===== src/mmc_mode_map.svh =====
`ifndef MMC_MODE_MAP_SVH
`define MMC_MODE_MAP_SVH

// register indices; the byte address on the bus is four times the index
`define MMC_IDX_CFG_FIRST   8'h96
`define MMC_IDX_CFG_SECOND  8'h97
`define MMC_IDX_CFG_THIRD   8'h98

// reset values of the three configuration words
`define MMC_RST_CFG_FIRST   24'h000000
`define MMC_RST_CFG_SECOND  24'h000000
`define MMC_RST_CFG_THIRD   24'h000000

// writable bits; every other bit is reserved and holds zero
`define MMC_WMASK_FIRST     24'hC00000
`define MMC_WMASK_SECOND    24'hCFC3FC
`define MMC_WMASK_THIRD     24'h0003F0

// first configuration word
`define MMC_BIT_LEAK_HPF    22
`define MMC_BIT_WAVE_LEAK   23
// second configuration word: selector low bits, ic ib ia in va vb vc
`define MMC_POS_SEL_IC      2
`define MMC_POS_SEL_IB      4
`define MMC_POS_SEL_IA      6
`define MMC_POS_SEL_IN      8
`define MMC_POS_SEL_VA      14
`define MMC_POS_SEL_VB      16
`define MMC_POS_SEL_VC      18
`define MMC_BIT_REFRESH     22
`define MMC_BIT_FREQ        23
// third configuration word
`define MMC_BIT_ISUM_SEL    4
`define MMC_POS_PERIOD      5
`define MMC_BIT_APPARENT_POWER_METHOD_SELECT      7
`define MMC_BIT_ADD_SEL     8
`define MMC_BIT_PULSE_EN    9

// timing
`define MMC_CLK_HZ          100000000
`define MMC_REFRESH_SHORT_MS 500
`define MMC_REFRESH_LONG_MS  1000

`endif


===== src/mmc_pkg.sv =====
package mmc_pkg;

  // source feeding one rms computation
  typedef enum logic [1:0] {
    SRC_HPF,
    SRC_FUND,
    SRC_SINC
  } mmc_src_t;

  // phase whose line period is measured
  typedef enum logic [1:0] {
    PH_A,
    PH_B,
    PH_C
  } mmc_phase_t;

  // decoded working configuration handed to the datapath
  typedef struct packed {
    logic             leak_hpf_en;
    logic             wave_src_leak;
    mmc_src_t [6:0]   rms_src;
    logic             refresh_long;
    logic             line_freq_60;
    logic             isum_vs_sum;
    mmc_phase_t       period_phase;
    logic             va_from_power;
    logic             sum_algebraic;
    logic             pulse_en;
  } mmc_cfg_t;

endpackage


===== src/mmc_src_mux.sv =====
`timescale 1ns/1ns
`default_nettype none

// registered three-way source pick for one rms channel
module mmc_src_mux #(
  parameter int W = 24
) (
  input  wire logic              clk,
  input  wire logic              rst,
  input  wire mmc_pkg::mmc_src_t src,
  input  wire logic [W-1:0]      hpf,
  input  wire logic [W-1:0]      fund,
  input  wire logic [W-1:0]      sinc,
  output logic [W-1:0]           q
);
  import mmc_pkg::*;

  logic [W-1:0] next_q;  // selected sample

  // selection is combinational, the output is registered
  assign next_q = (src == SRC_FUND) ? fund :
                  (src == SRC_SINC) ? sinc : hpf;

  // output register
  always_ff @(posedge clk) begin
    if (rst) begin
      q <= '0;
    end else begin
      q <= next_q;
    end
  end
endmodule

`default_nettype wire


===== src/mmc_mode_config_regs.sv =====
// Operation
// - leak bit 1 routes leakage through high-pass
// - wave bit picks normal or leakage waveform
// - rms selector: 00 hpf, 01 fundamental, 11 sinc
// - current selectors at 3:2 5:4 7:6 9:8
// - voltage selectors at 15:14 17:16 19:18
// - slow rms refresh 500ms, or 1000ms when set
// - frequency bit: 0 50Hz, 1 60Hz
// - isum compare: neutral rms or summed rms
// - period phase 00 A 01 B 10 C 11 A
// - apparent power from rms or power vector
// - totals: absolute sum or algebraic sum
// - energy pulses only when enable bit set
//
// Local design decision: register access over Avalon-MM.
`timescale 1ns/1ns
`default_nettype none
`include "mmc_mode_map.svh"

module mmc_mode_config_regs #(
  parameter int REFRESH_SHORT_MS = `MMC_REFRESH_SHORT_MS,
  parameter int REFRESH_LONG_MS  = `MMC_REFRESH_LONG_MS
) (
  input  wire logic                clk,
  input  wire logic                rst,
  // avalon-mm slave, byte addressed
  input  wire logic [9:0]          avs_address,
  input  wire logic                avs_read,
  input  wire logic                avs_write,
  input  wire logic [31:0]         avs_writedata,
  input  wire logic [3:0]          avs_byteenable,
  output logic [31:0]              avs_readdata,
  output logic                     avs_waitrequest,
  // datapath samples
  input  wire logic [23:0]         cur_wave_normal,
  input  wire logic [23:0]         leak_wave_raw,
  input  wire logic [23:0]         leak_wave_hpf,
  input  wire logic [6:0][23:0]    rms_in_hpf,
  input  wire logic [6:0][23:0]    rms_in_fund,
  input  wire logic [6:0][23:0]    rms_in_sinc,
  input  wire logic [23:0]         neutral_current_rms,
  input  wire logic [23:0]         phase_sum_rms,
  input  wire logic [2:0][23:0]    volt_wave,
  input  wire logic [2:0][23:0]    watt_phase,
  input  wire logic [2:0][23:0]    var_phase,
  input  wire logic [1:0]          pulse_req,
  // steered results
  output logic [23:0]              leak_wave,
  output logic [23:0]              cur_wave_out,
  output logic [6:0][23:0]         rms_in_sel,
  output logic [23:0]              isum_cmp_value,
  output logic [23:0]              period_wave,
  output logic [26:0]              watt_total,
  output logic [26:0]              var_total,
  output logic [1:0]               pulse_out,
  output logic                     rms_refresh_tick,
  output mmc_pkg::mmc_cfg_t        cfg
);
  import mmc_pkg::*;

  // refresh periods in clock cycles; kept as parameters so a bench can shorten them
  localparam int CYC_PER_MS  = `MMC_CLK_HZ / 1000;
  localparam int SHORT_CYC   = REFRESH_SHORT_MS * CYC_PER_MS;
  localparam int LONG_CYC    = REFRESH_LONG_MS * CYC_PER_MS;
  localparam int CNT_W       = 27;

  // bus handshake states
  typedef enum logic {
    AV_IDLE,
    AV_DONE
  } mmc_av_state_t;

  mmc_av_state_t av_state;       // current handshake state
  mmc_av_state_t next_av_state;  // following handshake state
  logic [23:0]   cfg_first;      // first configuration word
  logic [23:0]   cfg_second;     // second configuration word
  logic [23:0]   cfg_third;      // third configuration word
  logic [CNT_W-1:0] refresh_cnt; // cycles since the last refresh

  // ---------------- bus decode ----------------
  wire       req        = avs_read | avs_write;  // request pending
  wire [7:0] reg_idx    = avs_address[9:2];      // word index
  wire       hit_first  = (reg_idx == `MMC_IDX_CFG_FIRST);
  wire       hit_second = (reg_idx == `MMC_IDX_CFG_SECOND);
  wire       hit_third  = (reg_idx == `MMC_IDX_CFG_THIRD);
  wire       wr_take    = (av_state == AV_DONE) && avs_write;  // edge where a write lands
  // only the three low byte lanes carry register bits
  wire [23:0] lane_mask = {{8{avs_byteenable[2]}}, {8{avs_byteenable[1]}},
                           {8{avs_byteenable[0]}}};
  wire [23:0] rd_word   = hit_first  ? cfg_first  :
                          hit_second ? cfg_second :
                          hit_third  ? cfg_third  : 24'h000000;

  // merge a write into an old word, keeping reserved bits at zero
  function automatic logic [23:0] merge(input logic [23:0] old, input logic [23:0] wmask);
    merge = ((old & ~lane_mask) | (avs_writedata[23:0] & lane_mask)) & wmask;
  endfunction

  wire [23:0] next_first  = merge(cfg_first, `MMC_WMASK_FIRST);
  wire [23:0] next_second = merge(cfg_second, `MMC_WMASK_SECOND);
  wire [23:0] next_third  = merge(cfg_third, `MMC_WMASK_THIRD);

  // one wait cycle for every access, so the answer is always two edges in
  assign next_av_state   = (av_state == AV_IDLE && req) ? AV_DONE : AV_IDLE;
  assign avs_waitrequest = req && (av_state != AV_DONE);

  // handshake state
  always_ff @(posedge clk) begin
    if (rst) begin
      av_state <= AV_IDLE;
    end else begin
      av_state <= next_av_state;
    end
  end

  // read data is captured in the wait cycle and stands at the release edge
  always_ff @(posedge clk) begin
    if (rst) begin
      avs_readdata <= 32'h00000000;
    end else if (av_state == AV_IDLE && avs_read) begin
      avs_readdata <= {8'h00, rd_word};
    end
  end

  // configuration words; unmapped writes fall through untouched
  always_ff @(posedge clk) begin
    if (rst) begin
      cfg_first  <= `MMC_RST_CFG_FIRST;
      cfg_second <= `MMC_RST_CFG_SECOND;
      cfg_third  <= `MMC_RST_CFG_THIRD;
    end else if (wr_take) begin
      if (hit_first) begin
        cfg_first <= next_first;
      end
      if (hit_second) begin
        cfg_second <= next_second;
      end
      if (hit_third) begin
        cfg_third <= next_third;
      end
    end
  end

  // ---------------- field decode ----------------
  // code 10 is undefined; it falls back to the high-pass source
  function automatic mmc_src_t src_of(input logic [1:0] code);
    case (code)
      2'h1:    src_of = SRC_FUND;
      2'h3:    src_of = SRC_SINC;
      default: src_of = SRC_HPF;
    endcase
  endfunction

  // 11 repeats phase A, so only three results exist
  function automatic mmc_phase_t phase_of(input logic [1:0] code);
    case (code)
      2'h1:    phase_of = PH_B;
      2'h2:    phase_of = PH_C;
      default: phase_of = PH_A;
    endcase
  endfunction

  wire [1:0] sel_ic = cfg_second[`MMC_POS_SEL_IC +: 2];
  wire [1:0] sel_ib = cfg_second[`MMC_POS_SEL_IB +: 2];
  wire [1:0] sel_ia = cfg_second[`MMC_POS_SEL_IA +: 2];
  wire [1:0] sel_in = cfg_second[`MMC_POS_SEL_IN +: 2];
  wire [1:0] sel_va = cfg_second[`MMC_POS_SEL_VA +: 2];
  wire [1:0] sel_vb = cfg_second[`MMC_POS_SEL_VB +: 2];
  wire [1:0] sel_vc = cfg_second[`MMC_POS_SEL_VC +: 2];

  assign cfg.leak_hpf_en   = cfg_first[`MMC_BIT_LEAK_HPF];
  assign cfg.wave_src_leak = cfg_first[`MMC_BIT_WAVE_LEAK];
  // channel order: 0 ic, 1 ib, 2 ia, 3 in, 4 va, 5 vb, 6 vc
  assign cfg.rms_src       = '{src_of(sel_vc), src_of(sel_vb), src_of(sel_va),
                               src_of(sel_in), src_of(sel_ia), src_of(sel_ib),
                               src_of(sel_ic)};
  assign cfg.refresh_long  = cfg_second[`MMC_BIT_REFRESH];
  assign cfg.line_freq_60  = cfg_second[`MMC_BIT_FREQ];
  assign cfg.isum_vs_sum   = cfg_third[`MMC_BIT_ISUM_SEL];
  assign cfg.period_phase  = phase_of(cfg_third[`MMC_POS_PERIOD +: 2]);
  assign cfg.va_from_power = cfg_third[`MMC_BIT_APPARENT_POWER_METHOD_SELECT];
  assign cfg.sum_algebraic = cfg_third[`MMC_BIT_ADD_SEL];
  assign cfg.pulse_en      = cfg_third[`MMC_BIT_PULSE_EN];

  // ---------------- datapath steering ----------------
  // three-phase totals, absolute or signed
  function automatic logic [26:0] sum3(input logic [2:0][23:0] p, input logic alg);
    logic signed [26:0] acc;
    logic signed [26:0] e;
    acc = '0;
    for (int i = 0; i < 3; i++) begin
      e = 27'($signed(p[i]));
      if (!alg && e < 0) begin
        e = -e;
      end
      acc = acc + e;
    end
    sum3 = acc;
  endfunction

  wire [23:0] next_leak   = cfg.leak_hpf_en ? leak_wave_hpf : leak_wave_raw;
  wire [23:0] next_curw   = cfg.wave_src_leak ? next_leak : cur_wave_normal;
  wire [23:0] next_isum   = cfg.isum_vs_sum ? phase_sum_rms : neutral_current_rms;
  wire [23:0] next_period = (cfg.period_phase == PH_B) ? volt_wave[1] :
                            (cfg.period_phase == PH_C) ? volt_wave[2] : volt_wave[0];
  wire [1:0]  next_pulse  = cfg.pulse_en ? pulse_req : 2'h0;

  // steered waveform and value registers
  always_ff @(posedge clk) begin
    if (rst) begin
      leak_wave      <= 24'h000000;
      cur_wave_out   <= 24'h000000;
      isum_cmp_value <= 24'h000000;
      period_wave    <= 24'h000000;
      watt_total     <= 27'h0000000;
      var_total      <= 27'h0000000;
      pulse_out      <= 2'h0;
    end else begin
      leak_wave      <= next_leak;
      cur_wave_out   <= next_curw;
      isum_cmp_value <= next_isum;
      period_wave    <= next_period;
      watt_total     <= sum3(watt_phase, cfg.sum_algebraic);
      var_total      <= sum3(var_phase, cfg.sum_algebraic);
      pulse_out      <= next_pulse;
    end
  end

  // one registered source pick per rms channel
  for (genvar g = 0; g < 7; g++) begin : g_rms
    mmc_src_mux #(
      .W (24)
    ) u_mux (
      .clk  (clk),
      .rst  (rst),
      .src  (cfg.rms_src[g]),
      .hpf  (rms_in_hpf[g]),
      .fund (rms_in_fund[g]),
      .sinc (rms_in_sinc[g]),
      .q    (rms_in_sel[g])
    );
  end

  // ---------------- slow rms refresh ----------------
  // a period change takes effect at once; a count already past the new end restarts from zero at the next edge, with a tick
  wire [CNT_W-1:0] refresh_end = cfg.refresh_long ? CNT_W'(LONG_CYC - 1)
                                                  : CNT_W'(SHORT_CYC - 1);
  wire refresh_hit = (refresh_cnt >= refresh_end);

  // refresh divider and its one-cycle tick
  always_ff @(posedge clk) begin
    if (rst) begin
      refresh_cnt      <= '0;
      rms_refresh_tick <= 1'b0;
    end else begin
      refresh_cnt      <= refresh_hit ? '0 : refresh_cnt + 1'b1;
      rms_refresh_tick <= refresh_hit;
    end
  end
endmodule

`default_nettype wire


===== config.mk =====
export PLATFORM = sky130hd
export DESIGN_NAME = mmc_mode_config_regs
export DESIGN_NICKNAME = d
export VERILOG_FILES = /design/src/mmc_pkg.sv /design/src/mmc_src_mux.sv /design/src/mmc_mode_config_regs.sv
export VERILOG_INCLUDE_DIRS = /design/src
export SDC_FILE = /design/constraint.sdc
export NUM_CORES = 1
export LEC_CHECK = 0
export BUFFER_PORTS_ARGS = -buffer_cell sky130_fd_sc_hd__buf_2
export CAP_MARGIN = 20
export CORE_AREA = 2 2 497 499
export CTS_CLUSTER_SIZE = 28
export DETAILED_ROUTE_END_ITERATION = 16
export DIE_AREA = 0 0 499 501
export HOLD_SLACK_MARGIN = 0.12
export PLACE_DENSITY_LB_ADDON = 0.05
export SYNTH_ARGS = -nofsm -noshare
export SYNTH_HDL_FRONTEND = slang
export SYNTH_SLANG_ARGS = --single-unit

===== constraint.sdc =====
create_clock -name clk -period 4.95 [get_ports clk]
set_input_delay 0.7425 -clock clk [delete_from_list [all_inputs] [get_ports clk]]
set_output_delay 0.7425 -clock clk [all_outputs]
set_load 0.02 [all_outputs]

==> flow_metrics.tcl, run 1 <==
set metrics [dict create \
    status "completed" \
    drc 0 \
    post_drt_wl_per_cell_um 25.1 \
    synth_xor_area_share_pct 6.84 \
    rsz0062_at_grt "no" \
    antenna_found_initial 130 \
    clock-root-buffer "clkbuf_16" \
    wl_um 182000 \
    vias_per_cell 3.44 \
    hold_viol 0 \
    holdPathStages 3 \
    die-area_um2 250000 \
    critPathSlowestCell "or4_4" \
    yosys.area_share.adder_pct 8.38 \
    io_pins 1270 \
    hold_buffers 0 \
    combPwrFrac_pct 33.0 \
    hold_start "avs_writedata[3]" \
    max_slew_margin_pct 13.8 \
    fillers 28200 \
    postCtsSetupBuffers 0 \
    dr.pass1.iters 4 \
    cts_buffers 68 \
    cp_common_cell "buf_4" \
    reg2reg_to "watt_total[23]$_SDFF_PP0_" \
    cts_resized 0 \
    leakagePower_nw 15.8 \
    clk_latency_ns 0.70 \
    cp.arrival_ns 5.10 \
    switchingPower_mw 4.69 \
    synth-seq-cells 389 \
    gp_congestion 0.825 \
    synth_edf_count 0 \
    internal_power_mw 8.13 \
    max_cap_viol_count 0 \
    clock_skew_ns 0.0525 \
    worstPathCellList "buf_2, or4_4, nor3b_1, buf_4, and2_1, a21oi_1, xnor2_1, fa_1, inv_1, ha_1, a2111oi_0, o21ai_0, o21a_1, o311ai_2, buf_4, o211a_1, mux2_2" \
    dieWidth_um 499 \
    grt_max_degree 85 \
    final.min_clock_period_ns 4.57 \
    grt_pass1_wl_um 237000 \
    grt_overflow 0 \
    finalSetupTns_ns 0 \
    grt_pass1_vias 25800 \
    powerDensity_nw_per_um2 353 \
    avgSynthCellArea_um2 8.70 \
    start_util_pct 9.29 \
    synth-simple-area-share_pct 16.6 \
    max_clock_freq_mhz 219 \
    yosys.area.top_type "dfxtp_1" \
    synth_cell_types 73 \
    cp_max_fo 4 \
    drt_iter0_markers 1048 \
    core-area_um2 245000 \
    die_h_um 501 \
    syn-cell-area_um2 22700 \
    slew_violations 0 \
    yosys-top-cells-area "dfxtp_1, mux2i_1, a211oi_1" \
    drive_gt1_share_pct 40.3 \
    rows 182 \
    grt_usage_pct 14.0 \
    synthFlopType "dfxtp_1" \
    io_buffers 1234 \
    detailed_place_hpwl_um 156000 \
    worst_setup_path_start_kind "input pin" \
    p_sw_share_pct 36.6 \
    place_ws_ns -0.338 \
    total_power_mw 12.8 \
    synth_top_family_by_area "simple AND/OR/NAND/NOR gates" \
    final_cell_mix "buf_2, nor2_1, dfxtp_1" \
    ys.warnings.count 0 \
    setup_viol 0 \
    synth_compound_area_share_pct 16.1 \
    fin_ws_ns 0.384 \
    htreeDepth 3 \
    synth-seq-area-share_pct 34.2 \
    sequentialPowerShare_pct 27.5 \
    irDropWorstVdd_v 0.000227 \
    tightest_slew_ns 1.29 \
    critPathRequiredTime_ns 5.48 \
    ff2ff_setup_slack_ns 0.41 \
    max_stage_delay_ns 0.58 \
    synth_top_area_share_pct 34.2 \
    pwr-share-clk_pct 39.4 \
    clk_pin_slew_ns 0.06 \
    critPathKind "input pin to flop" \
    hold_path_class "input pin to flop" \
    reg2regPathDepth 14 \
    synthMuxAreaShare_pct 12.0 \
    cts.sinks 389 \
    cp-end-kind "flop" \
    final_common_cell "buf_2" \
    postSynth.asyncResetShare_pct 0 \
    vias 24900 \
    synthCells 2614 \
    ant_nets 0 \
    cts_tree "done" \
    fin_crit_sh_pct 92.2 \
    areaGrowthSynthToFinish_pct 59.5 \
    nets 4973 \
    cts_buffer_depth 3 \
]
worst max-delay path by stage:
stage,startpoint,endpoint,slack (ns)
4_1_cts,flop,var_total[24]$_SDFF_PP0_,0.13
2_1_floorplan,watt_phase[29],watt_total[23]$_SDFF_PP0_,0.38
6_report,watt_phase[29],watt_total[23]$_SDFF_PP0_,0.38
3_5_place_dp,watt_phase[29],watt_total[23]$_SDFF_PP0_,-0.34
3_3_place_gp,var_phase[24],var_total[24]$_SDFF_PP0_,-0.44
5_1_grt,flop,var_total[24]$_SDFF_PP0_,0.06
through the flow:
| stage | hold slack (ns) | cells | cell area, um^2 | utilization [%] |
|---|---|---|---|---|
| after floorplan | 0.447 | 2629 | 22800 | - |
| after global placement | 0.439 | 7111 | 34000 | 13.9 |
| after detailed placement | 0.444 | 7111 | 34000 | 13.9 |
| after CTS | 0.180 | 7226 | 36200 | 14.8 |
| after global routing | 0.234 | 7230 | 36200 | 14.8 |
| final | 0.282 | 7250 | 36300 | 14.8 |
sequential cells by signal (all words and copies together) (netlist names), 2 cells and up, named ones only:
name / cells
avs_readdata: 16
cur_wave_out: 24
isum_cmp_value: 24
leak_wave: 24
var_total: 27
pulse_out: 2
watt_total: 27
refresh_cnt: 27
period_wave: 24
g_rms.u_mux.q: 168
synth_stat cells, types with 19 or more instances:
library cell  count
a21oi_1         101
nor3_1           72
mux2i_1         263
a211oi_1        251
buf_4            22
xnor2_1          95
fa_1             54
inv_1           137
ha_1             66
dfxtp_1         389
nand2b_1         19
xor2_1           80
a21o_1           21
nor2b_1          55
nand2_1          91
clkbuf_1        152
nor2_1          404
o21ai_0          52
nand3_1          38
routing by layer:
metal,vias to the layer above,track usage (%),wire (um)
met5,-,0,382
met3,321,5.21,15600
met1,11700,15.6,71300
met4,62,3.10,4200
met2,1007,25.1,90600
li1,11900,-,-
power by group through the flow:
stage,clock [mW],sequential (mW),combinational [mW]
floorplan,0,3.92,1.77
global placement,0,3.60,4.44
detailed placement,0,3.60,4.38
CTS,5.40,3.54,4.40
global route,5.46,3.56,4.72
finish,5.05,3.53,4.23
kinds of logic (layout without fill, tap and decap cells):
| logic type | count (synthesis) | count (layout) |
|---|---|---|
| simple gates | 801 | 801 |
| other cells | 1 | 40 |
| xor+xnor | 176 | 176 |
| fa+ha+maj | 120 | 120 |
| mux | 272 | 272 |
| compound gates | 527 | 527 |
| flops | 389 | 389 |
| buf+inv | 328 | 1705 |
worst max-delay path, delay by kind of cell:
kind	cells	cell delay, ns
AO/OA/AOI/OAI	6	1.40
XOR/XNOR	1	0.16
adder cells (fa/ha/maj)	2	0.74
buffers and inverters	4	0.54
multiplexers	1	0.33
AND/OR/NAND/NOR	3	1.18
layout make-up:
type	count	area, um^2	share of cell area [%]
clock buffer	96	1990	5.48
sequential	389	7820	21.5
inverter	137	514	1.42
multi-input combinational	1912	13700	37.8
tap	3220	4030	11.1
timing repair buffer	1453	7890	21.8
clock inverter	19	279	0.769
antenna	24	60.1	0.166
Note: power is estimated with default switching activity, not from simulation.
==> run 2: changes to the inputs <==
- CORE_AREA: 2 2 497 499 -> 2 2 498 500
- DIE_AREA: 0 0 499 501 -> 0 0 500 502
- SYNTH_HIERARCHICAL: not set -> 1
==> flow_metrics.tcl, run 2 <==
set metrics [dict create \
    tightest_slew_ns 1.03 \
    rsz0062_at_grt "no" \
    grt_max_degree 63 \
    cp.arrival_ns 5.11 \
    nets 5028 \
    antenna_found_initial 199 \
    fin_ws_ns 0.369 \
    synth_compound_area_share_pct 14.4 \
    cts_resized 0 \
    dr.pass1.iters 4 \
    regMostFlops "g_rms.u_mux/q" \
    max_stage_delay_ns 0.53 \
    drt_iter0_markers 869 \
    synth_top_family_by_area "multiplexers" \
    cts_tree "done" \
    irDropWorstVdd_v 0.000237 \
    start_util_pct 9.89 \
    hold_viol 0 \
    htreeDepth 3 \
    grt_usage_pct 13.8 \
    synth_common_cells "mux2i_1, dfxtp_1, nor2_1" \
    clock-root-buffer "clkbuf_16" \
    io_pins 1270 \
    cts.sinks 389 \
    die_h_um 502 \
    areaGrowthSynthToFinish_pct 54.4 \
    gp_congestion 0.770 \
    leakagePower_nw 15.9 \
    reg2reg_to "var_total[22]$_SDFF_PP0_" \
    synthFlopType "dfxtp_1" \
    largest_reg_flops 168 \
    postCtsSetupBuffers 0 \
    cp_common_cell "or4_4" \
    drive_gt1_share_pct 40.0 \
    synth-seq-area-share_pct 32.1 \
    cp.depth 17 \
    worstPathCellList "buf_2, nor4_4, nand3_2, or4_4, or4_4, buf_12, nor3_4, a21oi_1, xnor2_1, fa_1, inv_1, ha_1, a2111oi_0, o211ai_1, a41oi_1, xor2_1, nor2_1" \
    clock_skew_ns 0.0442 \
    worstSetupStartpoint "var_phase[4]" \
    slew_violations 0 \
    hold_buffers 0 \
    fin_cells 7322 \
    post_drt_wl_per_cell_um 24.7 \
    reg2regPathDepth 15 \
    synthMuxAreaShare_pct 18.0 \
    final_common_cell "buf_2" \
    dp.cells 7166 \
    cp_max_fo 4 \
    wl_um 181000 \
    synth-simple-area-share_pct 12.7 \
    detailed_place_hpwl_um 156000 \
    max_slew_margin_pct 31.3 \
    endpoint "var_total[22]$_SDFF_PP0_" \
    final.min_clock_period_ns 4.58 \
    max_clock_freq_mhz 218 \
    fin_crit_sh_pct 92.5 \
    place_ws_ns -0.444 \
    clk_pin_slew_ns 0.06 \
    hold_path_class "input pin to flop" \
    grt_pass1_vias 26500 \
    worst_setup_path_start_kind "input pin" \
    drc 0 \
    yosys.area.top_type "dfxtp_1" \
    clk_latency_ns 0.69 \
    grt_overflow 0 \
    critPathKind "input pin to flop" \
    critPathSlowestCell "a2111oi_0" \
    powerDensity_nw_per_um2 347 \
    whs_ns 0.301 \
    synthCells 2637 \
    final_cell_mix "buf_2, mux2i_1, dfxtp_1" \
    dieWidth_um 500 \
    synth_edf_count 0 \
    synth_cell_types 75 \
    yosys.area_share.adder_pct 7.86 \
    vias_per_cell 3.47 \
    ys.warnings.count 6 \
    die-area_um2 251000 \
    cp_top_family "simple AND/OR/NAND/NOR gates" \
    syn-cell-area_um2 24200 \
    postSynth.asyncResetShare_pct 0 \
    core-area_um2 245000 \
    synth.most_common_cell "mux2i_1" \
    ant_nets 0 \
    cts_buffer_depth 3 \
    grt_pass1_wl_um 238000 \
    avgSynthCellArea_um2 9.19 \
    ff2ff_setup_slack_ns 0.71 \
    status "completed" \
    io_buffers 1234 \
    setup_viol 0 \
    synth-seq-cells 389 \
    rows 182 \
    synth_top_area_share_pct 32.1 \
    critPathRequiredTime_ns 5.48 \
    yosys-top-cells-area "dfxtp_1, mux2i_1, fa_1" \
    crit_buf_inv 3 \
    synth_xor_area_share_pct 6.94 \
    cp-end-kind "flop" \
    cts_buffers 68 \
    max_cap_viol_count 0 \
    total_power_mw 13.0 \
    vias 25400 \
]
run 2: changes by cell type in the layout (fill, tap and decap cells not counted), moves of 14 or more:
cell	before	now
mux2i_1	263	431
a211oi_1	251	84
o22ai_1	1	161
nor2_1	403	287
buf_4	214	244
nor3_1	72	43
dfxtp_2	19	4
dfxtp_1	369	383
run 2: logic make-up after synthesis:
| family | count (synthesis) |
|---|---|
| other | 1 |
| and+or+nand+nor | 643 |
| xor gates and xnor gates | 192 |
| muxes | 435 |
| buffers and inverters | 328 |
| DFF | 389 |
| adders and majority gates | 120 |
| AOI/OAI and AO/OA | 529 |
run 2: layer usage:
layer | wire length [um] | track usage, % | vias to the layer above | share of wire (%)
met4 | 4320 | 3.34 | 102 | 2.4
met1 | 70400 | 15.1 | 11800 | 39
li1 | - | - | 12200 | -
met3 | 15200 | 5.35 | 372 | 8.4
met2 | 90400 | 24.9 | 988 | 50
met5 | 640 | 0 | - | 0.35
run 2: worst min path at each step:
| stage | start | endpoint | slack [ns] | cells after the start |
|---|---|---|---|---|
| after global routing | neutral_current_rms[7] | isum_cmp_value[7]$_SDFF_PP0_ | 0.25 | 3 |
| after global placement | avs_readdata[18]$_SDFFE_PP0P_ | avs_readdata[18]$_SDFFE_PP0P_ | 0.44 | 2 |
| after detailed placement | avs_readdata[2]$_SDFFE_PP0P_ | avs_readdata[2]$_SDFFE_PP0P_ | 0.44 | 2 |
| after floorplan | refresh_cnt[0]$_SDFF_PP0_ | refresh_cnt[0]$_SDFF_PP0_ | 0.44 | 1 |
| after CTS | pulse_req[0] | pulse_out[0]$_SDFF_PP0_ | 0.19 | 2 |
| final | phase_sum_rms[12] | isum_cmp_value[12]$_SDFF_PP0_ | 0.30 | 3 |
run 2: cell type report:
class | instances | area [um^2]
Inverter | 138 | 518
Clock buffer | 103 | 2030
Fill cell | 28200 | 208000
Sequential cell | 389 | 7800
Multi-Input combinational cell | 1935 | 14600
Tap cell | 3220 | 4030
Clock inverter | 17 | 245
Timing Repair Buffer | 1484 | 8140
Antenna cell | 36 | 90.1
run 2: metrics by stage:
step	area, um^2	TNS (ns)	util (%)
2_1_floorplan	24300	0	-
3_3_place_gp	35000	-2.55	14.3
3_5_place_dp	35100	-2.20	14.3
4_1_cts	37400	0	15.2
5_1_grt	37400	0	15.2
6_report	37400	0	15.3
run 2: power breakdown:
group | internal [mW] | switching (mW) | leakage [nW]
combinational | 1.86 | 2.61 | 11.6
sequential | 3.41 | 0.0886 | 3.23
clock | 2.99 | 2.04 | 1.10
run 2: worst register-to-register path, delay by kind of cell (launching register included):
family	cells	cell delay (ns)
flip-flops	1	0.37
XOR/XNOR	2	0.46
AND/OR/NAND/NOR	4	0.75
adder cells (fa/ha/maj)	2	0.75
buffers and inverters	3	0.45
AO/OA/AOI/OAI	4	1.33
